File: config.mk
export PLATFORM = sky130hd
export DESIGN_NAME = fast_interrupt_vector_ctrl
export DESIGN_NICKNAME = d
export VERILOG_FILES = /design/src/core/fiv_pkg.sv /design/src/core/fast_interrupt_vector_ctrl.sv
export SDC_FILE = /design/constraint.sdc
export NUM_CORES = 1
export LEC_CHECK = 0
export ABC_CLOCK_PERIOD_IN_PS = 43500
export BUFFER_PORTS_ARGS = -buffer_cell sky130_fd_sc_hd__buf_2
export CORE_MARGIN = 1.5
export CORE_UTILIZATION = 38
export CTS_CLUSTER_SIZE = 30
export DETAILED_ROUTE_END_ITERATION = 16
export GPL_ROUTABILITY_DRIVEN = 0
export PLACE_DENSITY_LB_ADDON = 0.12
export SYNTH_ARGS = -nofsm -noshare
export SYNTH_HDL_FRONTEND = slang
export SYNTH_SLANG_ARGS = --single-unit
File: constraint.sdc
create_clock -name sys_clk_in -period 43.5 [get_ports sys_clk_in]
set_input_delay 6.525 -clock sys_clk_in [delete_from_list [all_inputs] [get_ports sys_clk_in]]
set_output_delay 6.525 -clock sys_clk_in [all_outputs]
set_load 0.02 [all_outputs]
File: src/core/fiv_pkg.sv
// package: register map and types for the fast interrupt vector controller
package fiv_pkg;
  localparam logic [31:0] normal_status_off    = 32'hffff0000;
  localparam logic [31:0] normal_raw_off       = 32'hffff0004;
  localparam logic [31:0] normal_enable_off    = 32'hffff0008;
  localparam logic [31:0] normal_clear_off     = 32'hffff000c;
  localparam logic [31:0] vector_base_off      = 32'hffff0014;
  localparam logic [31:0] swi_trigger_off      = 32'hffff0018;
  localparam logic [31:0] active_vector_off    = 32'hffff001c;
  localparam logic [31:0] priority_first_off   = 32'hffff0020;
  localparam logic [31:0] nesting_control_off  = 32'hffff0030;
  localparam logic [31:0] fast_status_off      = 32'hffff0100;
  localparam logic [31:0] fast_raw_off         = 32'hffff0104;
  localparam logic [31:0] fast_enable_off      = 32'hffff0108;
  localparam logic [31:0] fast_clear_off       = 32'hffff010c;
  localparam int          num_priority_regs    = 4;
  localparam int          swi_src_bit          = 1;
  localparam int          swi_fast_bit         = 2;
  localparam int          swi_normal_bit       = 1;
  localparam int          nest_normal_bit      = 0;
  localparam int          nest_fast_bit        = 1;
  localparam int          num_sources          = 28;
  localparam logic [31:0] reg_reset            = 32'h00000000;
  localparam logic [31:0] swi_mask             = 32'h00000006;
  localparam logic [31:0] nest_mask            = 32'h00000003;
  localparam logic [31:0] prio_mask            = 32'h77777777;
  typedef struct packed {
    logic        fast_line;
    logic        normal_line;
  } core_irq_t;
endpackage : fiv_pkg

File: src/core/fast_interrupt_vector_ctrl.sv
// fast and normal interrupt masking with vectored priority encoder
// Operation
// - fast line is OR of fast status 31:1, mirrored in bit 0
// - writing one to fast enable clears that normal enable bit
// - writing one to normal enable clears that fast enable bit
// - raw source bits follow peripheral requests; read only
// - fast enable writes only set bits, zeros have no effect
// - fast clear register clears enable bits written as one
// - fast status is raw source AND fast enable
// - no vector encoding unless vectoring enabled
// - trigger bit 2 sets or clears fast raw and status bit 1
// - trigger bit 1 sets or clears normal raw and status bit 1
// - software interrupts bypass enable masks
// - nesting bit 0 vectors normal, bit 1 vectors fast
// - eight levels per type, fast and normal lines raised independently
// - each source has programmable priority 0 to 7
// - vector base holds 16 bits, upper bits read zero
// - vector reads base at 22:7 and source at 6:2
// - normal line is OR of normal status 31:1; bit 0 shows the fast line
// - normal status is normal raw AND normal enable
// - source bits follow shared map, vector numbers likewise
`timescale 1ns/1ps
`default_nettype none
module fast_interrupt_vector_ctrl
  import fiv_pkg::*;
(
  input  wire logic                 sys_clk_in,
  input  wire logic                 rst_in,
  input  wire logic [31:0]          paddr_in,
  input  wire logic                 psel_in,
  input  wire logic                 penable_in,
  input  wire logic                 pwrite_in,
  input  wire logic [31:0]          pwdata_in,
  output logic      [31:0]          prdata_out,
  output logic                      pready_out,
  output logic                      pslverr_out,
  input  wire logic [31:0]          fast_source_in,
  input  wire logic [31:0]          normal_source_in,
  output fiv_pkg::core_irq_t        core_irq_out,
  output logic      [4:0]           fast_vector_src_out
);
  import fiv_pkg::*;

  logic [31:0] fast_sync1_reg, fast_sync2_reg;
  logic [31:0] norm_sync1_reg, norm_sync2_reg;
  logic [31:0] fast_en_reg, norm_en_reg;
  logic [31:0] swi_reg, nest_reg;
  logic [15:0] base_reg;
  logic [31:0] prio_reg [num_priority_regs];
  logic [31:0] fast_raw, norm_raw, fast_sta, norm_sta;
  logic        fast_any, norm_any;
  logic [31:1] fast_masked;

  // request pins come from other peripheral clocks: two stages first
  always_ff @(posedge sys_clk_in) begin
    if (rst_in) begin
      fast_sync1_reg <= reg_reset;
      fast_sync2_reg <= reg_reset;
      norm_sync1_reg <= reg_reset;
      norm_sync2_reg <= reg_reset;
    end else begin
      fast_sync1_reg <= fast_source_in;
      fast_sync2_reg <= fast_sync1_reg;
      norm_sync1_reg <= normal_source_in;
      norm_sync2_reg <= norm_sync1_reg;
    end
  end

  // raw sources with software bit injected unmasked
  assign fast_any = |fast_masked;
  assign fast_raw = {fast_sync2_reg[31:2],
                     fast_sync2_reg[1] | swi_reg[swi_fast_bit],
                     fast_any};
  assign norm_raw = {norm_sync2_reg[31:2],
                     norm_sync2_reg[1] | swi_reg[swi_normal_bit],
                     fast_any};
  // software bit 1 shows in status regardless of mask
  assign fast_masked = {fast_sync2_reg[31:2] & fast_en_reg[31:2],
                        (fast_sync2_reg[1] & fast_en_reg[1])
                          | swi_reg[swi_fast_bit]};
  // bit 0 mirrors the OR; built from the upper bits, so no loop
  assign fast_sta = {fast_masked, fast_any};
  assign norm_sta = {norm_raw[31:2] & norm_en_reg[31:2],
                     (norm_sync2_reg[1] & norm_en_reg[1])
                       | swi_reg[swi_normal_bit],
                     fast_any};
  assign norm_any = |norm_sta[31:1];

  // bus decode
  logic        wr_en, rd_en;
  logic        hit_fen, hit_fclr, hit_nen, hit_nclr;
  logic        hit_swi, hit_base, hit_nest, hit_prio, hit_ro, mapped;
  logic [1:0]  prio_idx;
  logic [31:0] wdata_nest;
  assign wr_en    = psel_in & penable_in & pwrite_in;
  assign rd_en    = psel_in & penable_in & ~pwrite_in;
  assign hit_fen  = paddr_in == fast_enable_off;
  assign hit_fclr = paddr_in == fast_clear_off;
  assign hit_nen  = paddr_in == normal_enable_off;
  assign hit_nclr = paddr_in == normal_clear_off;
  assign hit_swi  = paddr_in == swi_trigger_off;
  assign hit_base = paddr_in == vector_base_off;
  assign hit_nest = paddr_in == nesting_control_off;
  assign hit_prio = paddr_in[31:4] == priority_first_off[31:4]
                    && paddr_in[1:0] == 2'h0;
  assign prio_idx = paddr_in[3:2];
  assign hit_ro   = paddr_in == fast_status_off
                    || paddr_in == fast_raw_off
                    || paddr_in == normal_status_off
                    || paddr_in == normal_raw_off
                    || paddr_in == active_vector_off;
  assign mapped   = hit_fen | hit_fclr | hit_nen | hit_nclr | hit_swi
                    | hit_base | hit_nest | hit_prio | hit_ro;
  assign wdata_nest = pwdata_in & nest_mask;

  // enable masks: set-only writes, clear companions, mutual exclusion
  logic [31:0] fast_en_next, norm_en_next;
  assign fast_en_next = (wr_en & hit_fen)  ? (fast_en_reg | pwdata_in)
                      : (wr_en & hit_fclr) ? (fast_en_reg & ~pwdata_in)
                      : (wr_en & hit_nen)  ? (fast_en_reg & ~pwdata_in)
                      : fast_en_reg;
  assign norm_en_next = (wr_en & hit_nen)  ? (norm_en_reg | pwdata_in)
                      : (wr_en & hit_nclr) ? (norm_en_reg & ~pwdata_in)
                      : (wr_en & hit_fen)  ? (norm_en_reg & ~pwdata_in)
                      : norm_en_reg;

  always_ff @(posedge sys_clk_in) begin
    if (rst_in) begin
      fast_en_reg <= reg_reset;
      norm_en_reg <= reg_reset;
      swi_reg     <= reg_reset;
      nest_reg    <= reg_reset;
      base_reg    <= reg_reset[15:0];
    end else begin
      fast_en_reg <= fast_en_next;
      norm_en_reg <= norm_en_next;
      if (wr_en & hit_swi) begin
        swi_reg <= pwdata_in & swi_mask;
      end
      if (wr_en & hit_nest) begin
        nest_reg <= wdata_nest;
      end
      if (wr_en & hit_base) begin
        base_reg <= pwdata_in[15:0];
      end
    end
  end

  for (genvar g = 0; g < num_priority_regs; g++) begin : g_prio
    always_ff @(posedge sys_clk_in) begin
      if (rst_in) begin
        prio_reg[g] <= reg_reset;
      end else if (wr_en && hit_prio && prio_idx == 2'(g)) begin
        prio_reg[g] <= pwdata_in & prio_mask;
      end
    end
  end

  // source n priority lives at register n/8 nibble (n%8), low 3 bits
  function automatic logic [2:0] src_prio(input int n);
    logic [31:0] r;
    r = prio_reg[n / 8];
    return r[(n % 8) * 4 +: 3];
  endfunction

  // highest level wins, lowest number on ties (strict >)
  function automatic logic [4:0] pick(input logic [31:0] act);
    logic [2:0] best;
    logic [4:0] idx;
    logic       found;
    best  = 3'h0;
    idx   = 5'h00;
    found = 1'b0;
    for (int n = 1; n < num_sources; n++) begin
      if (act[n] && (!found || src_prio(n) > best)) begin
        best  = src_prio(n);
        idx   = 5'(n);
        found = 1'b1;
      end
    end
    return idx;
  endfunction

  logic [4:0] norm_pick, fast_pick;
  assign norm_pick = nest_reg[nest_normal_bit] ? pick(norm_sta) : 5'h00;
  assign fast_pick = nest_reg[nest_fast_bit]   ? pick(fast_sta) : 5'h00;

  logic [4:0]  norm_vec_reg;
  logic [31:0] vec_word;
  assign vec_word = {9'h000, base_reg, norm_vec_reg, 2'h0};

  logic [31:0] rd_mux;
  assign rd_mux = (paddr_in == fast_status_off)   ? fast_sta
                : (paddr_in == fast_raw_off)      ? fast_raw
                : hit_fen                         ? fast_en_reg
                : (paddr_in == normal_status_off) ? norm_sta
                : (paddr_in == normal_raw_off)    ? norm_raw
                : hit_nen                         ? norm_en_reg
                : hit_swi                         ? swi_reg
                : hit_base                        ? {16'h0000, base_reg}
                : hit_nest                        ? nest_reg
                : (paddr_in == active_vector_off) ? vec_word
                : hit_prio                        ? prio_reg[prio_idx]
                : reg_reset;

  // zero wait states; unmapped addresses answer with an error
  always_ff @(posedge sys_clk_in) begin
    if (rst_in) begin
      prdata_out          <= reg_reset;
      pready_out          <= 1'b0;
      pslverr_out         <= 1'b0;
      core_irq_out        <= '0;
      norm_vec_reg        <= 5'h00;
      fast_vector_src_out <= 5'h00;
    end else begin
      pready_out   <= psel_in & ~penable_in;
      pslverr_out  <= psel_in & ~penable_in & ~mapped;
      prdata_out   <= (psel_in & ~pwrite_in) ? rd_mux : reg_reset;
      core_irq_out.fast_line   <= fast_any;
      core_irq_out.normal_line <= norm_any;
      norm_vec_reg        <= norm_pick;
      fast_vector_src_out <= fast_pick;
    end
  end
endmodule : fast_interrupt_vector_ctrl
`default_nettype wire

==> results summary, run 1 <==
The number of cells in the finished layout apart from fillers came out at 3328. Counting stages on the worst path, the most repeated cell is sky130_fd_sc_hd__o21ai_0. Each instance of the synthesized netlist takes up on average 8.85 um2. The mapped netlist covers 0.0215 mm2. The total overflow left after global routing is 0. The detailed-route DRC error count is 0. The number of nets at the end of the flow is 2820. The fraction of layout instances using a drive strength above 1 is 15.9%. The effective utilization at floorplan is around two fifths. The final-report max-slew violation count was 0. The biggest area contributor in the post-synthesis netlist is sky130_fd_sc_hd__dfxtp_1.

The pin slew with the least headroom to its limit came out at 1.25 ns. Entering global routing, the biggest net connects 146 pins. The hold buffer count at CTS is 0. The routed layout has 19900 vias. The clock-pin slew reported for the worst setup and hold paths after clock tree synthesis is 0.06 ns. The H-tree depth came out at 2. In this run the remaining antenna-violating nets after routing total 0.

The flow ran to the end, and the final reports show no timing, DRC or antenna violations. Sequential elements use 37.1% of the synthesized area. Setup violations remaining at the end of the flow were counted as 0. The number of hold violations in the final report is 0. The count of buffering cells on the critical path with inverters included is 8.

The launch point of the worst reg-to-reg path is swi_reg[1]$_SDFFE_PP0P_. The delay contributed by the slowest stage of the critical path is around 0.54 ns. The number of nets in the synthesized netlist is 2697. Once placement completed, the tool counted placed cells totaling 3254. For this run, the top clock speed supported by timing is 0.0246 GHz. Sorting the synthesized cells by area gives the leading types as sky130_fd_sc_hd__dfxtp_1 24%, sky130_fd_sc_hd__edfxtp_1 13%, sky130_fd_sc_hd__ha_1 8.0%.

Ranked by instance count, the synthesized netlist is headed by 295 x sky130_fd_sc_hd__nand2_1, 254 x sky130_fd_sc_hd__dfxtp_1, 180 x sky130_fd_sc_hd__a21oi_1. Of all nets on the critical path, the largest fanout is 13. Grouping stages by cell kind, the critical path spends the most delay in compound AO/OA/AOI/OAI gates. TritonCTS built the clock tree. Fill cells in the final layout number around 5400.

174 I/O pins were placed. After the first detailed-routing iteration, the DRC count stood at 2446. The via density per instance is between 5 and 6. In this run the core area contains 86 standard-cell rows. The top cell type by area accounts for between 20% and 30% of the synthesized area.

The leakage component of the power is 9.91 nW. The count of maximum capacitance violations is 0. STA classifies the critical path startpoint as a flip-flop. Measured along the x axis, the die boundary spans 241 um.

Summed over all nets, the half-perimeter wirelength after detailed placement is 61800 um. STA classifies the critical path endpoint as a flip-flop. The quantity of I/O buffers inserted on ports is roughly 170. The tree is rooted in a sky130_fd_sc_hd__clkbuf_16. Among all stages on the critical path, the largest delay is contributed by sky130_fd_sc_hd__o211ai_1.

The via count of the first global-routing pass is ~19000. The count of TritonRoute iterations in the first routing pass came out at 9. The path class of the tightest hold or removal check is flip-flop to flip-flop. At the worst endpoint, the arrival time is 41.06 ns. The first-pass GRT wire length is 117000 um. Between clock sinks in the finished design, the worst skew comes to 0.0190 ns. The critical path in this run is classified as flip-flop to flip-flop.

The overall track demand over capacity in global routing is 27.3%. After layout, the minimum clock period comes to approximately 40 ns. The worst hold margin came out at 0.432 ns.

The count of synthesis-stage warnings from yosys came out at 0. The routed wire length came out at about 80000 um. After floorplanning, the core was sized to cover 0.0554 mm2.

The most common cell in the synthesized netlist is sky130_fd_sc_hd__nand2_1. The initial antenna violation count came out at 2. The areal power density over the cells is 30.9 mW/mm2. The clock drives 350 sinks. For this run, the leading register cell type out of synthesis is sky130_fd_sc_hd__dfxtp_1. The startpoint identified for the worst hold timing path is fast_sync1_reg[22]$_SDFF_PP0_. The post-synthesis instance total is 2427.

After detailed routing, the average wire length per cell comes to about 24 um. The most critical setup path has its startpoint at swi_reg[1]$_SDFFE_PP0P_. At the later pin of the worst-skew pair, clock insertion delay measures 0.56 ns. Of all flip-flops after synthesis, the portion carrying an async set or reset was 0%. The count of flip-flops with a built-in enable after synthesis is 96. For the worst setup path, the data required time is 43.91 ns. The post-route setup TNS is 0 ns. The number of library cell types mapped by synthesis is about 120. The number of buffers added by the clock tree synthesis step is 38. The relative slew slack came out at 16.7%.

Setup repair after global routing left no endpoint under its margin. The core utilization of the finished layout came out at approximately 44%. Relative to the synthesized area, the layout overhead comes to 14.2%. The worst voltage drop across the vdd grid is 0.0269 mV. The die covers 0.0579 mm2. The synthesized design contains 350 register bits.

The worst path uses roughly 93% of the clock period. The height of the die came out at 241 um. The buffer levels on the longest clock path came out at 3.
[kinds of logic (layout without fill, tap and decap cells)]
kind of cell | after synthesis | after routing | share of synthesized area (%)
AOI/OAI and AO/OA | 711 | 711 | 23.5
xor gates and xnor gates | 2 | 2 | 0.0816
adders and majority gates | 138 | 138 | 8.03
buffers and inverters | 217 | 368 | 3.90
DFF | 350 | 350 | 37.1
muxes | 75 | 75 | 5.09
other | 0 | 2 | 0
and+or+nand+nor | 934 | 934 | 22.2
[stage by stage]
stage	setup WS, ns	total power [mW]	cell area (um2)
after floorplan	8.69	0.387	21500
after global placement	3.04	0.414	23100
after detailed placement	2.14	0.415	23100
after CTS	1.99	0.762	24400
after global routing	0.0305	0.779	24500
final	2.86	0.757	24500
[area by class of cell]
cell class,count,area [um2],share of cell area [%]
inverters,104,390,1.59
clock buffers,52,1110,4.55
repair buffers,196,1050,4.28
clock inverters,16,229,0.934
well taps,748,936,3.82
flip-flops and latches,350,7970,32.5
multi-input cells,1860,12800,52.3
diodes,2,5.00,0.0204
[cells in the final DEF, fill, tap and decap left out, types with 14 or more instances in the layout]
cell type                     n
sky130_fd_sc_hd__or2_2       14
sky130_fd_sc_hd__clkbuf_16   39
sky130_fd_sc_hd__a31oi_1     39
sky130_fd_sc_hd__nor2_1     129
sky130_fd_sc_hd__mux4_2      24
sky130_fd_sc_hd__nor2b_1    154
sky130_fd_sc_hd__mux2_2      15
sky130_fd_sc_hd__a221oi_1    19
sky130_fd_sc_hd__o21ai_0     82
sky130_fd_sc_hd__inv_1      102
sky130_fd_sc_hd__a32oi_1     14
sky130_fd_sc_hd__buf_2      170
sky130_fd_sc_hd__nor3_1      21
sky130_fd_sc_hd__a21oi_1    175
sky130_fd_sc_hd__dfxtp_1    254
sky130_fd_sc_hd__nand3_1     80
sky130_fd_sc_hd__and2_1     128
sky130_fd_sc_hd__a222oi_1    25
sky130_fd_sc_hd__a22oi_1     74
sky130_fd_sc_hd__a21o_1      59
sky130_fd_sc_hd__buf_4       25
sky130_fd_sc_hd__ha_1       137
sky130_fd_sc_hd__nand2_1    295
sky130_fd_sc_hd__mux2i_1     33
sky130_fd_sc_hd__o21a_1      30
sky130_fd_sc_hd__edfxtp_1    96
[report_power, final]
| group | internal (mW) | switching, mW | total (mW) |
|---|---|---|---|
| logic | 0.0200 | 0.0299 | 0.0499 |
| clock network | 0.210 | 0.137 | 0.347 |
| registers | 0.345 | 0.0152 | 0.360 |
[worst register-to-register path: cells and delay by family (launching register included)]
family | cells | cell delay, ns
flops | 1 | 0.52
compound gates | 106 | 21.84
buf+inv | 8 | 0.86
mux | 4 | 1.04
fa+ha+maj | 26 | 7.09
simple gates | 46 | 9.15
[path summary, 6_finish.rpt]
path | end | slack (ns) | depth (start not counted)
max reg2reg | norm_vec_reg[0]$_SDFF_PP0_ | 2.86 | 190
min | fast_sync2_reg[22]$_SDFF_PP0_ | 0.43 | 1
max | norm_vec_reg[0]$_SDFF_PP0_ | 2.86 | 190
min reg2reg | fast_sync2_reg[22]$_SDFF_PP0_ | 0.43 | 1
[routing by layer]
| metal | vias to the layer above | track usage, % | share of wire, % |
|---|---|---|---|
| li1 | 9144 | - | - |
| met1 | 9673 | 37.9 | 43 |
| met2 | 975 | 41.6 | 43 |
| met3 | 123 | 5.27 | 9.8 |
| met4 | 2 | 10.5 | 3.9 |
| met5 | - | 0 | 0.015 |
[repair_timing]
item,CTS,global route
buffers inserted,0,4
resized for setup,0,11
endpoints found under the hold margin,0,0
endpoints found under the setup margin,0,10
(Power assumes the default switching activity.)
==> run 2, diff against run 1 <==
Settings changed: ABC_CLOCK_PERIOD_IN_PS 43500 to 44700.
Clock period 43.5 ns to 44.7 ns, I/O delays scaled along.
==> run 2 against run 1 <==
Fmax is 2.7% lower. Critical path depth is 3 higher. Non-clock buffer count is 1 higher. Cell count hardly changed. Sequential power is 3% lower. Critical endpoint unchanged. Cell area is 0.41% lower. Sequential cell count stayed put. Largest power group unchanged. Sequential share of layout area is 0.13 points higher. Combinational power is 2% lower. Worst hold slack hardly changed. Utilization is 0.18 points lower. Register-to-register slack better by 0.07 ns.
==> results summary, run 2 (synthesis gave the netlist of run 1 again) <==
In this run the count of I/O pins placed on the die edge is 174. In the finished design, the share of the clock period the worst path needs comes to 93.4%. After layout, the design draws a total of 0.721 mW. The initial antenna violation count came out at 1. The flop-to-flop setup slack is 2.93 ns. The most critical setup path has its startpoint at swi_reg[1]$_SDFFE_PP0P_.

The clock sink count is 350. The clock passes through at most 3 buffers. Summing over every cut layer, the via total after detailed routing is 19900.

The delay contributed by the slowest stage of the critical path came out at 0.61 ns. The hold buffer count at CTS is 0. The number of cell rows came out at 86. The die covers 0.0579 mm2.

The standard cell area after detailed placement is ~0.023 mm2. The starting DRC count in detailed routing is between 2000 and 2500. The final-report max-slew violation count is 0. The areal power density over the cells came out at 29.5 mW/mm2. Clock-pin slew was measured on the worst setup and hold paths at 0.06 ns. The kind of critical path is flip-flop to flip-flop. The required time reported for the critical path endpoint came out at between 40 and 50 ns. The H-tree depth came out at 2.

The filler cell count is 5419. The area occupied by multi-input gates is 0.0128 mm2. The class of the tightest hold or removal check is flip-flop to flip-flop. The worst path arrival time came out at roughly 42 ns. The area inside the core boundary came out at between 0.05 and 0.06 mm2.

The slowest stage of the critical path belongs to the cell sky130_fd_sc_hd__nor2_1. The leakage component of the power came out at 9.88 nW. Across the VDD grid, the largest voltage drop is 0.0232 mV. The pin slew with the least headroom to its limit came out at between 1 and 1.5 ns. From bottom edge to top edge, the die measures 241 um. The type of element launching the critical path is a flip-flop. The number of nets at the end of the flow came out at between 2000 and 3000. By instance count, the cell type seen most on the critical path is sky130_fd_sc_hd__o21ai_0. The run finished with clean final reports. The width of the chip came out at 241 um.

Detailed placement finished with a half-perimeter wire length of 62100 um. In this run, CTS created clock tree buffers numbering 39. The fraction of layout instances using a drive strength above 1 came out at between 15 and 20%. The combined flip-flop and latch cell area is 0.00797 mm2.

The count of maximum capacitance violations came out at 0. The depth of the worst register-to-register path came out at 193. The overall track demand over capacity in global routing is 27.5%. The post-route setup TNS came out at 0 ns. The worst hold margin is 0.432 ns.

The number of hold violations in the final report came out at 0. The count of endpoints failing setup in the final report came out at 0. Setup repair after global routing left no endpoint under its margin. The library cell used most frequently in the layout, excluding fill and tap cells, is sky130_fd_sc_hd__nand2_1. STA classifies the critical path endpoint as a flip-flop. The highest clock frequency the design can meet came out at 0.0239 GHz. For this run, the detailed router's first-pass iteration total came to 7. The critical path capture point is norm_vec_reg[0]$_SDFF_PP0_. Counting instances, the worst hold path has a depth of 1.

In this run the clock root is driven by a sky130_fd_sc_hd__clkbuf_16. The minimum clock period after layout came out at 41.77 ns. The worst register-to-register path begins at swi_reg[1]$_SDFFE_PP0P_. From synthesis to final layout, the design area changed by 13.7%. Clock latency on the worst-skew pair, taken at its later pin, is 0.56 ns. The quantity of I/O buffers inserted on ports is ~170. The routed length per instance came out at 24.1 um. The top cell types in the final layout, fill and taps aside, are 295 x sky130_fd_sc_hd__nand2_1, 254 x sky130_fd_sc_hd__dfxtp_1, 177 x sky130_fd_sc_hd__a21oi_1. The via count of the first global-routing pass came out at 18900.

In this run the tightest slew margin relative to its limit is around a quarter. The TritonCTS clock tree is built. The highest net fanout along the worst path came out at 13.

The pin count of the biggest net entering global routing came out at 145. The total overflow reported by the global router is 0. Summing all non-filler instances in the final layout gives an area of between 0.02 and 0.025 mm2. The routed wire length came out at 80400 um. The count of antenna-violating nets left after detailed routing came out at 0. After detailed routing, the number of vias per cell comes to 5.99. The effective utilization at floorplan is 38.7%. The clock skew is 0.0202 ns. The first-pass GRT wire length came out at roughly 120000 um. The detailed-route DRC error count is 0.

In this run the critical register-to-register path is captured at norm_vec_reg[0]$_SDFF_PP0_.
-- run 2: cell count changes in the layout (fill, tap and decap cells not counted), moves of 2 or more --
cell,before,now
sky130_fd_sc_hd__clkbuf_8,9,3
sky130_fd_sc_hd__clkinv_1,4,6
sky130_fd_sc_hd__a21oi_1,175,177
sky130_fd_sc_hd__clkbuf_1,4,9
sky130_fd_sc_hd__nor2_1,129,131
sky130_fd_sc_hd__a21oi_2,10,8
sky130_fd_sc_hd__bufinv_16,5,3
-- run 2: stage by stage --
step | instances | util [%] | setup slack [ns]
3_5_place_dp | 3256 | 41.7 | 3.39
5_1_grt | 3330 | 44.0 | 0.206
3_3_place_gp | 3256 | 41.7 | 4.25
6_report | 3331 | 44.1 | 2.93
2_1_floorplan | 2427 | - | 9.89
4_1_cts | 3327 | 44.0 | 3.22
-- run 2: power by group --
part	total (mW)	switching (mW)	internal [mW]
clock network	0.322	0.134	0.188
logic	0.0487	0.0292	0.0195
registers	0.350	0.0148	0.335
total	0.721	0.178	0.543
-- run 2: timing repair --
item	CTS	global route
setup buffers	0	3
endpoints found under the setup margin	0	10
gates resized for setup	0	4
hold endpoints to repair	0	0
-- run 2: routing by layer --
metal  up-vias  GRT usage (%)  part of all wire (%)
li1       9147              -                     -
met1      9602           38.3                    43
met2      1039           41.5                    43
met3       156           4.75                   9.3
met4         2           12.2                   4.6
met5         -              0                 0.015
-- run 2: how the worst min path moves through the flow --
stage / startpoint / to
finish: fast_sync1_reg[15]$_SDFF_PP0_ / fast_sync2_reg[15]$_SDFF_PP0_
global route: norm_sync1_reg[16]$_SDFF_PP0_ / norm_sync2_reg[16]$_SDFF_PP0_
CTS: norm_sync1_reg[3]$_SDFF_PP0_ / norm_sync2_reg[3]$_SDFF_PP0_
detailed placement: fast_sync1_reg[11]$_SDFF_PP0_ / fast_sync2_reg[11]$_SDFF_PP0_
global placement: fast_sync1_reg[22]$_SDFF_PP0_ / fast_sync2_reg[22]$_SDFF_PP0_
floorplan: fast_sync1_reg[10]$_SDFF_PP0_ / fast_sync2_reg[10]$_SDFF_PP0_
-- run 2: final cells by class --
class,instances,share of cell area (%)
tap,748,3.83
clock inverter,19,0.805
timing repair buffer,197,4.33
antenna,1,0.0103
sequential,350,32.6
multi-input combinational,1860,52.4
inverter,104,1.60
clock buffer,52,4.41
-- run 2: worst max-delay path: cells and delay by family, from the launching register on --
kind                     cells  cell delay, ns
AO/OA/AOI/OAI              107           22.61
adder cells (fa/ha/maj)     26            7.13
buffers and inverters        9            0.91
flip-flops                   1            0.52
multiplexers                 4            1.03
AND/OR/NAND/NOR             47            9.39
